--- src/core/afo_pkg.sv ---
// Functional notes
// - After any shift-out the consumer returns the strobe low before another.
// - Normally wait for the ready flag before each strobe pulse.
// - Burst producer must never overfill the device storage.
// - Widened devices need their ready flags ANDed externally.
// - Widened hold-high input use needs extra logic for composite input ready.
package afo_pkg;

  // Word width of the device data output bus.
  localparam int WORD_WIDTH = 4;
  // Word capacity of one device.
  localparam int DEVICE_DEPTH = 16;
  // Local buffer depth between the pins and the user port.
  localparam int BUFFER_DEPTH = 4;

  // Clock period of CORE_CLK in ns.
  localparam int CLK_PERIOD_NS = 10;
  // Highest burst strobe rate in MHz.
  localparam int BURST_RATE_MHZ = 35;
  // Each strobe phase in burst mode lasts at least half a burst period, rounded up.
  localparam int BURST_PHASE_CYC =
    (1000 + 2 * BURST_RATE_MHZ * CLK_PERIOD_NS - 1) / (2 * BURST_RATE_MHZ * CLK_PERIOD_NS);
  // Master reset pulse width in ns, and its cycle count rounded up.
  localparam int RESET_PULSE_NS = 100;
  localparam int RESET_PULSE_CYC = (RESET_PULSE_NS + CLK_PERIOD_NS - 1) / CLK_PERIOD_NS;
  // Least strobe phase width in flag-checked mode, in ns and cycles.
  localparam int STROBE_MIN_NS = 20;
  localparam int STROBE_MIN_CYC = (STROBE_MIN_NS + CLK_PERIOD_NS - 1) / CLK_PERIOD_NS;

  // Width of the phase counters.
  localparam int COUNT_WIDTH = 4;

  // Pin inputs from the device, carried through the synchroniser as one word.
  typedef struct packed {
    logic ready;
    logic [WORD_WIDTH-1:0] data;
  } afo_pins_type;

  // Pin outputs toward the device.
  typedef struct packed {
    logic shift_out;
    logic master_reset;
    logic output_enable_n;
  } afo_drive_type;

  // Controller states.
  typedef enum logic [2:0] {
    ST_RESET = 3'b000,
    ST_IDLE = 3'b001,
    ST_CAPTURE = 3'b010,
    ST_STROBE_HI = 3'b011,
    ST_STROBE_LO = 3'b100,
    ST_HOLD = 3'b101,
    ST_BURST_LO = 3'b110,
    ST_BURST_HI = 3'b111
  } afo_state_type;

endpackage

--- src/core/afo_fifo.sv ---
// Small word buffer with valid/ready on both sides.
module afo_fifo
  import afo_pkg::*;
#(
  parameter int WIDTH = WORD_WIDTH,
  parameter int DEPTH = BUFFER_DEPTH
) (
  input wire logic clk,
  input wire logic reset,
  input wire logic in_valid,
  output logic in_ready,
  input wire logic [WIDTH-1:0] in_data,
  output logic out_valid,
  input wire logic out_ready,
  output logic [WIDTH-1:0] out_data
);

  localparam int PTR_W = (DEPTH > 1) ? $clog2(DEPTH) : 1;

  logic [WIDTH-1:0] mem [DEPTH];
  logic [PTR_W-1:0] wr_ptr;
  logic [PTR_W-1:0] rd_ptr;
  logic [PTR_W:0] count;
  logic push;
  logic pop;

  // Full and empty come straight from the occupancy count.
  assign in_ready = (count != (PTR_W+1)'(DEPTH));
  assign out_valid = (count != '0);
  assign push = in_valid && in_ready;
  assign pop = out_valid && out_ready;
  assign out_data = mem[rd_ptr];

  ////////////////////////////////////////////////////////////////////////////
  // Storage is written only; pointers wrap at the depth, not at a power of two.
  always_ff @(posedge clk) begin
    if (push) begin
      mem[wr_ptr] <= in_data;
    end
  end

  // Pointer and count bookkeeping.
  always_ff @(posedge clk) begin
    if (reset) begin
      wr_ptr <= '0;
      rd_ptr <= '0;
      count <= '0;
    end else begin
      if (push) begin
        wr_ptr <= (wr_ptr == PTR_W'(DEPTH - 1)) ? '0 : wr_ptr + 1'b1;
      end
      if (pop) begin
        rd_ptr <= (rd_ptr == PTR_W'(DEPTH - 1)) ? '0 : rd_ptr + 1'b1;
      end
      if (push && !pop) begin
        count <= count + 1'b1;
      end else if (pop && !push) begin
        count <= count - 1'b1;
      end
    end
  end

endmodule

--- src/core/afo_host.sv ---
// Controller that drains the output side of an elastic FIFO device.
module afo_host
  import afo_pkg::*;
#(
  parameter int WIDTH = WORD_WIDTH,
  parameter int DEPTH = BUFFER_DEPTH,
  parameter int DEV_DEPTH = DEVICE_DEPTH
) (
  input wire logic CORE_CLK,
  input wire logic RESET,
  input wire logic RESET_DEVICE,
  input wire logic BURST_START,
  input wire logic [4:0] BURST_WORDS,
  input wire logic HOLD_MODE,
  input wire logic [WIDTH-1:0] DATA_OUT_BUS,
  input wire logic OUTPUT_READY_FLAG,
  output logic SHIFT_OUT,
  output logic MASTER_RESET,
  output logic OUTPUT_ENABLE_N,
  output logic [WIDTH-1:0] WORD_DATA,
  output logic WORD_VALID,
  input wire logic WORD_READY,
  output logic BUSY
);

  afo_pins_type pins_meta;
  afo_pins_type pins_sync;
  afo_drive_type drive;
  afo_state_type state;
  logic [COUNT_WIDTH-1:0] phase_count;
  logic [4:0] burst_left;
  logic [WIDTH-1:0] capture_data;
  logic push_valid;
  logic push_ready;
  logic fifo_valid;
  logic [WIDTH-1:0] fifo_data;

  // Phase counter expiry, used by several states.
  function automatic logic phase_done(input logic [COUNT_WIDTH-1:0] cnt);
    return cnt == '0;
  endfunction

  ////////////////////////////////////////////////////////////////////////////
  // Two-stage synchroniser for the device pins; only the second stage is read.
  // composite ready input
  // Devices placed side by side have their ready flags ANDed ahead of this pin;
  // the extra gate delay is absorbed by the synchroniser lag.
  always_ff @(posedge CORE_CLK) begin
    if (RESET) begin
      pins_meta <= '0;
      pins_sync <= '0;
    end else begin
      pins_meta <= {OUTPUT_READY_FLAG, DATA_OUT_BUS};
      pins_sync <= pins_meta;
    end
  end

  ////////////////////////////////////////////////////////////////////////////
  // Main sequencer: reset pulse, flag-checked reads, held strobe and bursts.
  always_ff @(posedge CORE_CLK) begin
    if (RESET) begin
      state <= ST_RESET;
      phase_count <= COUNT_WIDTH'(RESET_PULSE_CYC);
      burst_left <= '0;
      capture_data <= '0;
      push_valid <= 1'b0;
      drive.shift_out <= 1'b0;
      drive.master_reset <= 1'b1;
      drive.output_enable_n <= 1'b1;
    end else begin
      push_valid <= 1'b0;
      if (!phase_done(phase_count)) begin
        phase_count <= phase_count - 1'b1;
      end
      case (state)
        // reset pulse width
        // The device clears its control state while this is high.
        ST_RESET: begin
          drive.master_reset <= 1'b1;
          drive.shift_out <= 1'b0;
          if (phase_done(phase_count)) begin
            drive.master_reset <= 1'b0;
            drive.output_enable_n <= 1'b0;
            state <= ST_IDLE;
          end
        end
        ST_IDLE: begin
          if (RESET_DEVICE) begin
            drive.output_enable_n <= 1'b1;
            phase_count <= COUNT_WIDTH'(RESET_PULSE_CYC);
            state <= ST_RESET;
          end else if (BURST_START && BURST_WORDS != '0) begin
            burst_left <= (BURST_WORDS > 5'(DEV_DEPTH)) ? 5'(DEV_DEPTH) : BURST_WORDS;
            phase_count <= COUNT_WIDTH'(BURST_PHASE_CYC);
            state <= ST_BURST_LO;
          end else if (pins_sync.ready && push_ready) begin
            // wait for ready
            // One extra cycle lets the data bits settle past the flag.
            state <= ST_CAPTURE;
          end else if (HOLD_MODE && !pins_sync.ready && push_ready) begin
            // output strobe only
            // A composite input-ready pulse for a widened producer is built by the
            // producer's logic; this block only holds the output strobe.
            // hold strobe high
            drive.shift_out <= 1'b1;
            state <= ST_HOLD;
          end
        end
        ST_CAPTURE: begin
          capture_data <= pins_sync.data;
          push_valid <= 1'b1;
          drive.shift_out <= 1'b1;
          phase_count <= COUNT_WIDTH'(STROBE_MIN_CYC);
          state <= ST_STROBE_HI;
        end
        // busy seen before release
        // Holding until the synchronised flag falls keeps a stale high flag
        // from starting a second read of the same word.
        ST_STROBE_HI: begin
          if (phase_done(phase_count) && !pins_sync.ready) begin
            drive.shift_out <= 1'b0;
            phase_count <= COUNT_WIDTH'(STROBE_MIN_CYC);
            state <= ST_STROBE_LO;
          end
        end
        ST_STROBE_LO: begin
          if (phase_done(phase_count)) begin
            state <= ST_IDLE;
          end
        end
        // Limitation: a ready pulse narrower than one clock period can be
        // missed here; the strobe then stays high until the next word or until HOLD_MODE falls.
        ST_HOLD: begin
          if (pins_sync.ready) begin
            capture_data <= pins_sync.data;
            push_valid <= 1'b1;
            drive.shift_out <= 1'b0;
            phase_count <= COUNT_WIDTH'(STROBE_MIN_CYC);
            state <= ST_STROBE_LO;
          end else if (!HOLD_MODE) begin
            drive.shift_out <= 1'b0;
            phase_count <= COUNT_WIDTH'(STROBE_MIN_CYC);
            state <= ST_STROBE_LO;
          end
        end
        // burst low phase
        // The low phase also covers the synchroniser lag, so the sampled word
        // is the one the previous falling edge moved into the output stage.
        ST_BURST_LO: begin
          if (phase_done(phase_count) && push_ready) begin
            capture_data <= pins_sync.data;
            push_valid <= 1'b1;
            drive.shift_out <= 1'b1;
            burst_left <= burst_left - 1'b1;
            phase_count <= COUNT_WIDTH'(BURST_PHASE_CYC);
            state <= ST_BURST_HI;
          end
        end
        ST_BURST_HI: begin
          if (phase_done(phase_count)) begin
            drive.shift_out <= 1'b0;
            phase_count <= COUNT_WIDTH'(BURST_PHASE_CYC + 2);
            state <= (burst_left == '0) ? ST_STROBE_LO : ST_BURST_LO;
          end
        end
        default: begin
          state <= ST_IDLE;
        end
      endcase
    end
  end

  ////////////////////////////////////////////////////////////////////////////
  // Captured words wait here until the user side takes them; a full buffer
  // stalls every read path above through push_ready.
  afo_fifo #(
    .WIDTH(WIDTH),
    .DEPTH(DEPTH)
  ) u_buffer (
    .clk(CORE_CLK),
    .reset(RESET),
    .in_valid(push_valid),
    .in_ready(push_ready),
    .in_data(capture_data),
    .out_valid(fifo_valid),
    .out_ready(WORD_READY),
    .out_data(fifo_data)
  );

  // Pin and user outputs.
  assign SHIFT_OUT = drive.shift_out;
  assign MASTER_RESET = drive.master_reset;
  assign OUTPUT_ENABLE_N = drive.output_enable_n;
  assign WORD_DATA = fifo_data;
  assign WORD_VALID = fifo_valid;
  assign BUSY = (state != ST_IDLE);

endmodule

--- config.mk ---
export PLATFORM = sky130hd
export DESIGN_NAME = afo_host
export DESIGN_NICKNAME = d
export VERILOG_FILES = /design/src/core/afo_pkg.sv /design/src/core/afo_fifo.sv /design/src/core/afo_host.sv
export SDC_FILE = /design/constraint.sdc
export NUM_CORES = 1
export LEC_CHECK = 0
export BUFFER_PORTS_ARGS = -buffer_cell sky130_fd_sc_hd__buf_2
export CAP_MARGIN = 15
export CORE_AREA = 2 2 75 77
export DETAILED_ROUTE_END_ITERATION = 16
export DIE_AREA = 0 0 77 79
export PLACE_DENSITY = 0.73
export SYNTH_ARGS = -nofsm -noshare
export SYNTH_HDL_FRONTEND = slang
export SYNTH_HIERARCHICAL = 1
export SYNTH_SLANG_ARGS = --single-unit
--- constraint.sdc ---
create_clock -name CORE_CLK -period 2.2 [get_ports CORE_CLK]
set_clock_uncertainty 0.15 [all_clocks]
set_input_delay 0.11 -clock CORE_CLK [delete_from_list [all_inputs] [get_ports CORE_CLK]]
set_output_delay 0.11 -clock CORE_CLK [all_outputs]
set_load 0.05 [all_outputs]
==> reports/results.ini <==
[placed_design]
place_area_sq_um = 3000
gp_congestion = 0.918
dp_cells = 368
place_hpwl_microns = 4100
port_buffers = 24

[critical_path]
start_kind = primary input
r2r_setup_slack_ns = 0.03
worstSetupPathType = primary input to flop
rr_worst_depth = 8
cp_top_family = simple AND/OR/NAND/NOR gates
worstPathRequired_ns = 2.29
crit_path_max_incr_delay_ns = 0.54
worstReg2RegStart = phase_count[1]
cp-end-kind = flop
timing.rr.end = SHIFT_OUT
crit_buf_inv = 2
crit_chain = dlygate4sd3_1, buf_2, or4_4, o21a_4, o31a_1, or3_1, a21oi_1
worst_path_max_delay_cell = dlygate4sd3_1
arrival_ns = 2.28
path_max_fanout = 7

[yosys]
netlist_instances = 269
ys_async_sr_fraction_pct = 0
ys_types = 58
syn_area_sq_um = 2700
avgSynthCellArea_sq_um = 10.0
synth_top_area_share_pct = 28.9
synth_ff_type = dfxtp_1
synth_common_cells = dfxtp_1, nor2_1, a21oi_1
ys_warn_count = 6
ys_seq_elements = 55
netlist_top_cells_area = dfxtp_1, edfxtp_1, a21oi_1
syn_nets = 295
yosysMostFrequentCell = dfxtp_1
synth_top_area_cell = dfxtp_1
yosysSeqAreaShare_pct = 46.8
synth_edf_count = 16

[sta]
rsz0062_at_grt = yes
worst-slew-pin-transition_ns = 0.603
fmax_mhz = 456
layout_min_cycle_time_ns = 2.19
hold_viol = 0
setup_viol = 0
slew_viol_final = 0
period_share_pct = 99.7
max-slew-margin-rel_pct = 59.8

[hold_path]
holdPathStages = 3
hold_class = primary input to flop
min_to = phase_count[3]
hp-start = RESET_DEVICE

[floorplanning]
design.die.area_sq_um = 6080
core_sq_um = 5340
initial_core_util_pct = 50.5
die_w_microns = 77
fp-row-count = 27
io_pins = 25
die_h_microns = 79

[job]
maxCapViolCount = 0

[detailed_routing]
dr.pass1.iters = 4
drc = 0
wirelength_microns = 5690
wl_met1_microns = 2550
dr_wl_met2_microns = 2860
dr_wl_met3_microns = 211
route.vias.total = 2140
ant_nets = 0
dr.first_iter.drc_count = 125
drt-wirelength-per-cell_microns = 14.7
routed.top_layer = met4
viasPerCell = 5.54

[clocking]
clock_latency_ns = 0.30
cts.clk_slew.worst_paths_ns = 0.10
clock-sinks = 55
cts_inserted_buffers = 5
cts_max_path_buffers = 2
cts_root_buf = clkbuf_8
cts_tree = yes
htreeDepth = 2

[power]
irDropWorstVdd_v = 0.000542
power_density_nw_per_um2 = 925
leakagePower_nw = 1.22

[global_routing]
antenna_found_initial = 0
grt_pass1_wl_microns = 9520
grt-ovfl-total = 0
grt_pass1_vias = 2056
track_usage_pct = 19.6
grt_start_max_net_pins = 33

[final_layout]
antenna_cells = 0
area_delta_synth_final_pct = 18.9
nFillCells = 487
final_nets = 339
final_area_sq_um = 3210
drive_gt1_share_pct = 25.8
finalNonFillerCells = 386

[outcome]
status = complete, no violations

[placed cells by master, fill, tap and decap left out, drive strengths merged, types with 6 or more instances in the layout]
cell         instances
o21ai               13
nor3                10
buf                 44
nand2               11
nor2                26
ha                   9
nand2b               6
inv                 12
nor2b               14
dlygate4sd3          6
a21oi               23
or3                  6
mux2i                9
edfxtp              16
dfxtp               39
[cell families after synthesis]
logic type      synth area share [%]
mux                             6.68
simple gates                    21.1
fa+ha+maj                       4.92
buf+inv                         3.57
xor+xnor                        1.30
compound gates                  15.7
flops                           46.8
[through the flow]
step	util [%]	power, W	hold WS (ns)	setup slack (ns)	setup TNS, ns
2_1_floorplan	-	0.00210	0.0882	0.0471	0
3_3_place_gp	56.2	0.00232	0.171	0.0873	0
3_5_place_dp	56.2	0.00235	0.175	-0.000181	-0.000181
4_1_cts	59.3	0.00295	0.00601	0.00297	0
5_1_grt	60.1	0.00315	0.0467	-0.104	-0.165
6_report	60.1	0.00297	0.0194	0.00652	0
[flip-flops by register name (all words and copies together) (netlist names), named ones only]
register         flops
MASTER_RESET         1
OUTPUT_ENABLE_N      1
SHIFT_OUT            1
burst_left           5
capture_data         4
phase_count          4
pins_meta            5
pins_sync            5
push_valid           1
state                3
u_buffer/count       3
u_buffer/mem        16
u_buffer/rd_ptr      2
u_buffer/wr_ptr      2
[layout make-up]
| class | instances | area [sq um] | area share [%] |
|---|---|---|---|
| multi-input combinational | 191 | 1380 | 43.1 |
| sequential | 55 | 1270 | 39.7 |
| timing repair buffer | 50 | 330 | 10.3 |
| tap | 72 | 90.1 | 2.81 |
| clock buffer | 5 | 68.8 | 2.15 |
| inverter | 10 | 37.5 | 1.17 |
| clock inverter | 3 | 27.5 | 0.858 |
[how the worst max path moves through the flow]
stage / startpoint / endpoint / slack, ns / cells past startpoint
6_report: BURST_WORDS[0] / SHIFT_OUT / 0.007 / 7
5_1_grt: phase_count[1] / SHIFT_OUT / -0.10 / 8
4_1_cts: u_buffer/count[0] / u_buffer/count[2] / 0.003 / 8
3_5_place_dp: u_buffer/count[1] / u_buffer/count[2] / -0.0002 / 7
3_3_place_gp: u_buffer/count[0] / u_buffer/count[2] / 0.09 / 8
2_1_floorplan: u_buffer/count[0] / u_buffer/count[2] / 0.05 / 9
[report_power, final]
part           internal (W)  total, W  switching, W  leakage, nW
sequential          0.00116   0.00129      0.000132        0.468
combinational      0.000472   0.00109      0.000622        0.705
clock              0.000236  0.000579      0.000342       0.0467
[timing repair]
item,CTS,global route
resized for setup,1,5
setup endpoints to repair,1,5
endpoints found under the hold margin,6,0
buffers inserted,0,4
hold buffers,6,0
[metal layers]
layer,GRT usage [%],vias to the layer above
met2,35.4,44
met5,0,-
met4,5.71,0
li1,-,1066
met3,2.84,6
met1,24.4,1024
[worst reg2reg max path, cell delays in order (launching register included)]
cell	delay [ns]
dfxtp_1	0.34
inv_1	0.08
ha_2	0.20
nor3b_4	0.20
inv_1	0.11
o211ai_1	0.28
o211ai_1	0.17
or3_1	0.41
a21oi_1	0.17
Note: power is estimated with default switching activity, not from simulation.
